[config.mk]
export PLATFORM = sky130hd
export DESIGN_NAME = gcmf_top
export DESIGN_NICKNAME = d
export VERILOG_FILES = /design/src/include/gcmf_pkg.sv /design/src/hdl/gcmf_sync.sv /design/src/hdl/gcmf_top.sv
export VERILOG_INCLUDE_DIRS = /design/src /design/src/include
export SDC_FILE = /design/constraint.sdc
export NUM_CORES = 1
export LEC_CHECK = 0
export BUFFER_PORTS_ARGS = -buffer_cell sky130_fd_sc_hd__buf_2
export CAP_MARGIN = 20
export CORE_UTILIZATION = 40
export CTS_CLUSTER_DIAMETER = 40
export CTS_CLUSTER_SIZE = 10
export DETAILED_ROUTE_END_ITERATION = 6
export HOLD_SLACK_MARGIN = 0.12
export MAX_ROUTING_LAYER = met4
export PLACE_DENSITY = 0.72
export SLEW_MARGIN = 20
export SYNTH_ARGS = -nofsm -noshare
export SYNTH_HDL_FRONTEND = slang
export SYNTH_SLANG_ARGS = --single-unit
[constraint.sdc]
create_clock -name CLK -period 1.7 [get_ports CLK]
set_clock_uncertainty 0.2 [all_clocks]
set_input_delay 0.34 -clock CLK [delete_from_list [all_inputs] [get_ports CLK]]
set_output_delay 0.34 -clock CLK [all_outputs]
set_load 0.01 [all_outputs]
[src/include/gcmf_params.svh]
`ifndef GCMF_PARAMS_SVH
`define GCMF_PARAMS_SVH

// ==========================================================
// Timing counts, in cycles of the old (off) and newly selected (on) input clock
`define GCMF_OFF_CYCLES     3
`define GCMF_ON_CYCLES      3
`define GCMF_CNT_W          2
`define GCMF_SYNC_STAGES    2
`define GCMF_NUM_OUTPUTS    4
`define GCMF_SEL_SECOND     1'h0
`define GCMF_SEL_FIRST      1'h1

// ==========================================================
// Output levels
`define GCMF_Q_TRUE_RST     4'h0
`define GCMF_Q_COMP_RST     4'hF
`define GCMF_PD_LEVEL       4'hF
`endif

[src/include/gcmf_pkg.sv]
package gcmf_pkg;
  typedef enum logic [1:0] {
    GCMF_RUN,
    GCMF_STOP_OLD,
    GCMF_WAKE_NEW
  } gcmf_state_t;

  typedef struct packed {
    logic       sel;
    logic       forced_choice_edge;
    logic       gate;
    logic       gated_level;
    logic       power_down_n;
  } gcmf_ctrl_t;

  typedef struct packed {
    logic [3:0] q_true;
    logic [3:0] q_comp;
  } gcmf_out_t;
endpackage

[src/hdl/gcmf_sync.sv]
`timescale 1ns/100ps
`include "gcmf_params.svh"
module gcmf_sync
  import gcmf_pkg::*;
#(
  parameter int W = 7
) (
  // Clock and reset
  input  wire logic         clk,
  input  wire logic         resetn,
  // Data
  input  wire logic [W-1:0] d,
  output logic      [W-1:0] q
);
  logic [W-1:0] stage1;
  logic [W-1:0] next_stage1;
  logic [W-1:0] next_q;

  always_comb begin
    next_stage1 = d;
    next_q      = stage1;
  end

  always_ff @(posedge clk or negedge resetn) begin
    if (!resetn) begin
      stage1 <= '0;
      q      <= '0;
    end else begin
      stage1 <= next_stage1;
      q      <= next_q;
    end
  end
endmodule // gcmf_sync

[src/hdl/gcmf_top.sv]
`timescale 1ns/100ps
`include "gcmf_params.svh"
module gcmf_top
  import gcmf_pkg::*;
(
  // System
  input  wire logic       CLK,
  input  wire logic       RESETN,
  // Clock inputs
  input  wire logic       CLOCK_IN_FIRST,
  input  wire logic       CLOCK_IN_SECOND,
  // Controls
  input  wire logic       SEL,
  input  wire logic       FORCED_CHOICE_EDGE,
  input  wire logic       GATE,
  input  wire logic       GATED_LEVEL,
  input  wire logic       POWER_DOWN_N,
  // Outputs
  output logic      [3:0] Q_TRUE,
  output logic      [3:0] Q_COMP
);
  // ==========================================================
  // Input synchronisers
  logic [1:0] raw_clk;
  logic [1:0] syn_clk;
  logic [4:0] raw_ctrl;
  logic [4:0] syn_ctrl;
  gcmf_ctrl_t ctrl;
  logic       a1;
  logic       a2;

  assign raw_clk  = {CLOCK_IN_FIRST, CLOCK_IN_SECOND};
  // Power-down carried inverted: sync reset value reads as running
  assign raw_ctrl = {SEL, FORCED_CHOICE_EDGE, GATE, GATED_LEVEL, !POWER_DOWN_N};

  // Clock and control paths kept apart for separate timing constraints
  gcmf_sync #(.W(2)) u_sync_clk (
    .clk    (CLK),
    .resetn (RESETN),
    .d      (raw_clk),
    .q      (syn_clk)
  );

  gcmf_sync #(.W(5)) u_sync_ctrl (
    .clk    (CLK),
    .resetn (RESETN),
    .d      (raw_ctrl),
    .q      (syn_ctrl)
  );

  assign a1   = syn_clk[1];
  assign a2   = syn_clk[0];
  assign ctrl = {syn_ctrl[4:1], !syn_ctrl[0]};

  function automatic logic pick(input logic s, input logic f, input logic c);
    pick = (s == `GCMF_SEL_FIRST) ? f : c;
  endfunction

  function automatic logic rise(input logic cur, input logic prev);
    rise = cur && !prev;
  endfunction

  // ==========================================================
  // Edge detection on the synchronised inputs
  logic       a1_d;
  logic       a2_d;
  logic       next_a1_d;
  logic       next_a2_d;

  always_comb begin
    next_a1_d = a1;
    next_a2_d = a2;
  end

  always_ff @(posedge CLK or negedge RESETN) begin
    if (!RESETN) begin
      a1_d <= 1'b0;
      a2_d <= 1'b0;
    end else begin
      a1_d <= next_a1_d;
      a2_d <= next_a2_d;
    end
  end

  // ==========================================================
  // Changeover control
  gcmf_state_t                 state;
  gcmf_state_t                 next_state;
  logic                        cur_sel;
  logic                        next_cur_sel;
  logic                        old_sel;
  logic                        next_old_sel;
  logic [`GCMF_CNT_W-1:0]      cnt;
  logic [`GCMF_CNT_W-1:0]      next_cnt;
  logic                        fce_d;
  logic                        next_fce_d;
  logic                        pass;
  logic                        next_pass;
  logic                        fce_rise;
  logic                        old_rise;
  logic                        new_rise;
  logic                        cur_clk;
  logic                        drive_sel;

  always_comb begin
    fce_rise  = rise(ctrl.forced_choice_edge, fce_d);
    old_rise  = pick(old_sel, rise(a1, a1_d), rise(a2, a2_d));
    new_rise  = pick(cur_sel, rise(a1, a1_d), rise(a2, a2_d));
    // Old clock keeps the pins until caught low, else a runt escapes
    drive_sel = (state == GCMF_STOP_OLD) ? old_sel : cur_sel;
    cur_clk   = pick(drive_sel, a1, a2);
    next_state   = state;
    next_cur_sel = cur_sel;
    next_old_sel = old_sel;
    next_cnt     = cnt;
    next_pass    = pass;
    next_fce_d   = ctrl.forced_choice_edge;
    if (fce_rise) begin
      // Forced choice bypasses the old-clock wait; it may be dead
      next_state   = GCMF_WAKE_NEW;
      next_cur_sel = ctrl.sel;
      next_pass    = 1'b0;
      next_cnt     = '0;
    end else begin
      case (state)
        GCMF_RUN: begin
          if (ctrl.sel != cur_sel) begin
            next_state   = GCMF_STOP_OLD;
            next_old_sel = cur_sel;
            next_cur_sel = ctrl.sel;
            next_cnt     = '0;
          end
        end
        GCMF_STOP_OLD: begin
          // Drop only while old clock is low, so no runt high pulse
          if (!pick(old_sel, a1, a2)) begin
            next_pass = 1'b0;
          end
          if (old_rise) begin
            if (cnt == 2'(`GCMF_OFF_CYCLES - 1)) begin
              next_state = GCMF_WAKE_NEW;
              next_pass  = 1'b0;
              next_cnt   = '0;
            end else begin
              next_cnt = cnt + 2'h1;
            end
          end
        end
        GCMF_WAKE_NEW: begin
          if (new_rise) begin
            if (cnt == 2'(`GCMF_ON_CYCLES - 1)) begin
              next_state = GCMF_RUN;
              next_cnt   = '0;
            end else begin
              next_cnt = cnt + 2'h1;
            end
          end
          // Resume on the new rise; first high phase loses one sample
          if (state == GCMF_WAKE_NEW && cnt == 2'(`GCMF_ON_CYCLES - 1)
              && new_rise) begin
            next_pass = 1'b1;
          end
        end
        default: begin
          next_state = GCMF_RUN;
          next_pass  = 1'b1;
        end
      endcase
    end
  end

  always_ff @(posedge CLK or negedge RESETN) begin
    if (!RESETN) begin
      state   <= GCMF_RUN;
      cur_sel <= `GCMF_SEL_SECOND;
      old_sel <= `GCMF_SEL_SECOND;
      cnt     <= '0;
      fce_d   <= 1'b0;
      pass    <= 1'b1;
    end else begin
      state   <= next_state;
      cur_sel <= next_cur_sel;
      old_sel <= next_old_sel;
      cnt     <= next_cnt;
      fce_d   <= next_fce_d;
      pass    <= next_pass;
    end
  end

  // ==========================================================
  // Output stage
  gcmf_out_t next_out;

  always_comb begin
    if (!ctrl.power_down_n) begin
      next_out.q_true = `GCMF_PD_LEVEL;
      next_out.q_comp = `GCMF_PD_LEVEL;
    end else if (ctrl.gate) begin
      next_out.q_true = {4{ctrl.gated_level}};
      next_out.q_comp = {4{!ctrl.gated_level}};
    end else begin
      // Gate not tied to clock phase: runt pulses are the user's problem
      next_out.q_true = {4{cur_clk && pass}};
      next_out.q_comp = {4{!(cur_clk && pass)}};
    end
  end

  always_ff @(posedge CLK or negedge RESETN) begin
    if (!RESETN) begin
      Q_TRUE <= `GCMF_Q_TRUE_RST;
      Q_COMP <= `GCMF_Q_COMP_RST;
    end else begin
      Q_TRUE <= next_out.q_true;
      Q_COMP <= next_out.q_comp;
    end
  end
endmodule // gcmf_top

==> run summary <==
Logic pwr share = 43.3%
Dpl hpwl = 1380 um
PortBufs = 16
Initial DRC Count = 9
Routed wire per std cell = 12.7 um
Vias/cell = 5.01
Full die area = 0.00314 mm^2
GRT Residual Overflow = 0
GRT Max-Usage Layer = met2
Worst EP required = 1.74 ns
Core ar. = 0.00276 mm^2
Met3 usage = 2.09%
Peak VDD IR = 1.06 mV
Synth Register Bits = 26
Pint = 1320 uW
Io pins = 17
Worst min-delay path startpoint = u_sync_clk.next_q[1]
RSZ-0062 raised after global routing = true
Max Transition Viols Final = 0
Initial Util = 42.4%
R2r startpoint = state[1]
Syn-to-layout area delta = 22.8%
Rel. slew slack = 65.0%
DRC = 0
First drt pass iteration count = 4
CP startpoint kind = register
Area leader, netlist = dfrtp_1
CTS tree = built
WL final = 1950 um
Initial antenna violation count = 0
Share of cells above drive strength 1 = 38.2%
Worst-path fanout max = 7
Place WS = -0.138 ns
Slew @ Worst Pin = 0.525 ns
Part of the Yosys area used for sequential elements = 55.9%
# diodes = 0
Max_cap viols = 0
Post-route ant nets = 0
Row count = 19
Pwr Density = 1420 mW/mm^2
Post-synthesis cell area = 0.00117 mm^2
Clk sinks = 26
Die Y = 56.1 um
Crit Path Class = reg -> reg
Failing checks = setup timing
Vias in the first global route = 779
GRT met2 Usage = 24.1%
Fin area = 0.00144 mm^2
Via count = 772
Status = finished with violations
Synth area leaders = dfrtp_1, dfstp_2, ha_1
Largest net degree at the start of global routing = 27
Post-Syn Instances = 98
Kind of end point of the critical path = register
Met1 Resource Use GR = 16.4%
H-Tree Depth = 1
Maximum clock frequency = 550 MHz
Reg clk slew, reported paths = 0.13 ns
Syn Nets = 111
First-pass GRT wire length = 3290 um
Synth Flop Type = dfrtp_1
Count of non-filler cells in the finished layout = 154
Clock power frac = 14.9%
Worst skew pair latency = 0.32 ns
Net Switching = 712 uW
Hold crit path type = reg -> reg
WHS = 0.163 ns
Critical path arrival = 1.86 ns
Tcrit/Tclk final = 107%
Synth unique cells = 35
Mean area per synthesized cell = 11.9 um^2
Setup TNS = -0.350 ns
Cell Count Post-Placement = 139
Final Worst Setup Slack = -0.117 ns
Die Wd = 56.1 um
Final Wtd Congestion = 0.867
Synth top area share = 51.4%
Number of flops mapped to enable cells by yosys = 0
Sw Ratio = 35.1%
Leak = 0.000630 uW
Crit path launch = state[1]
Placed instance area = 0.00126 mm^2
Final hold violations = 0
TritonCTS buffer count = 3
Register share of total power = 41.8%
Post-synth ARST share = 100%
YS warnings = 0
CTS Root Cell = clkbuf_4
Final critical-path required period = 1.82 ns
Clk buf depth = 2
# setup viols final = 6
Nets = 137
GRT Overall Usage = 14.1%
## timing repair
action	CTS	global route
endpoints found under the setup margin	6	7
hold endpoints to repair	31	0
hold buffers	8	0
pin swaps	1	4
resized for setup	2	9
setup buffers	1	2
## cell families (layout without fill, tap and decap cells)
group | after synthesis | count (layout) | synth area share [%]
flops | 26 | 26 | 55.9
simple gates | 24 | 24 | 11.8
compound gates | 21 | 21 | 13.4
buf+inv | 18 | 43 | 10.4
fa+ha+maj | 4 | 4 | 4.28
mux | 4 | 4 | 3.53
xor+xnor | 1 | 1 | 0.750
## stage by stage
| stage | util (%) | total power [uW] |
|---|---|---|
| after global placement | 45.7 | 1570 |
| after CTS | 50.5 | 1950 |
| after floorplan | - | 1480 |
| final | 52.0 | 2030 |
| after detailed placement | 45.7 | 1610 |
| after global routing | 52.0 | 2170 |
## cells in the final DEF (no fill, tap or decap), types with 2 or more instances in the layout
| cell type | n |
|---|---|
| dfrtp_1 | 22 |
| o311a_1 | 2 |
| or2_4 | 2 |
| nand2_1 | 4 |
| ha_4 | 2 |
| inv_1 | 6 |
| nand3b_1 | 2 |
| clkbuf_4 | 3 |
| a31oi_1 | 2 |
| nand3_1 | 2 |
| nor2_1 | 3 |
| buf_2 | 16 |
| dfstp_2 | 2 |
| mux2i_1 | 2 |
| dfrtp_2 | 2 |
| buf_4 | 7 |
| nand2b_1 | 5 |
| dlygate4sd3_1 | 8 |
| a21oi_1 | 4 |
## cell type report
class / instances / area [um^2]
Tap cell: 31 / 38.8
Sequential cell: 26 / 656
Inverter: 8 / 32.5
Clock buffer: 4 / 36.3
Fill cell: 226 / 1320
Multi-Input combinational cell: 54 / 459
Timing Repair Buffer: 31 / 213
## power by group through the flow
stage               clock network, uW  logic [uW]  registers (uW)
floorplan                           0         683             799
global placement                    0         738             830
detailed placement                  0         771             840
CTS                               306         810             830
global route                      335         975             864
finish                            302         880             849
## cells in the mapped netlist, types with 3 or more instances
master / instances
mux2i_1: 3
nand2_1: 4
nand2b_1: 5
a21oi_1: 5
buf_4: 6
ha_1: 4
dfrtp_1: 24
nor2_1: 3
inv_1: 8
## final timing paths
check	endpoint	slack [ns]	depth (start not counted)
setup / recovery	state[1]	-0.12	6
hold / removal	u_sync_clk.q[1]	0.16	0
setup reg to reg	state[1]	-0.12	6
hold reg to reg	u_sync_clk.q[1]	0.16	0
max in group asynchronous	state[0]	0.59	2
min in group asynchronous	u_sync_ctrl.next_q[0]	0.32	2
## routing by layer
layer	share of wire, %	wire, um
met1	44	867
met2	51	1000
met3	1.9	37
met4	2.1	41
met5	0	0
## worst max-delay path, stage by stage, from the launching register on
cell	delay, ns
dfrtp_1	0.43
inv_2	0.08
ha_4	0.19
or2_4	0.22
a22o_1	0.20
o311a_1	0.29
a31oi_1	0.14
## registers in the layout (all words and copies together), names as in the netlist
signal	flops
Q_COMP	1
Q_TRUE	1
a1_d	1
a2_d	1
cnt	2
cur_sel	1
fce_d	1
old_sel	1
pass	1
state	2
u_sync_clk.next_q	2
u_sync_clk.q	2
u_sync_ctrl.next_q	5
u_sync_ctrl.q	5
Note: power is estimated with default switching activity, not from simulation.
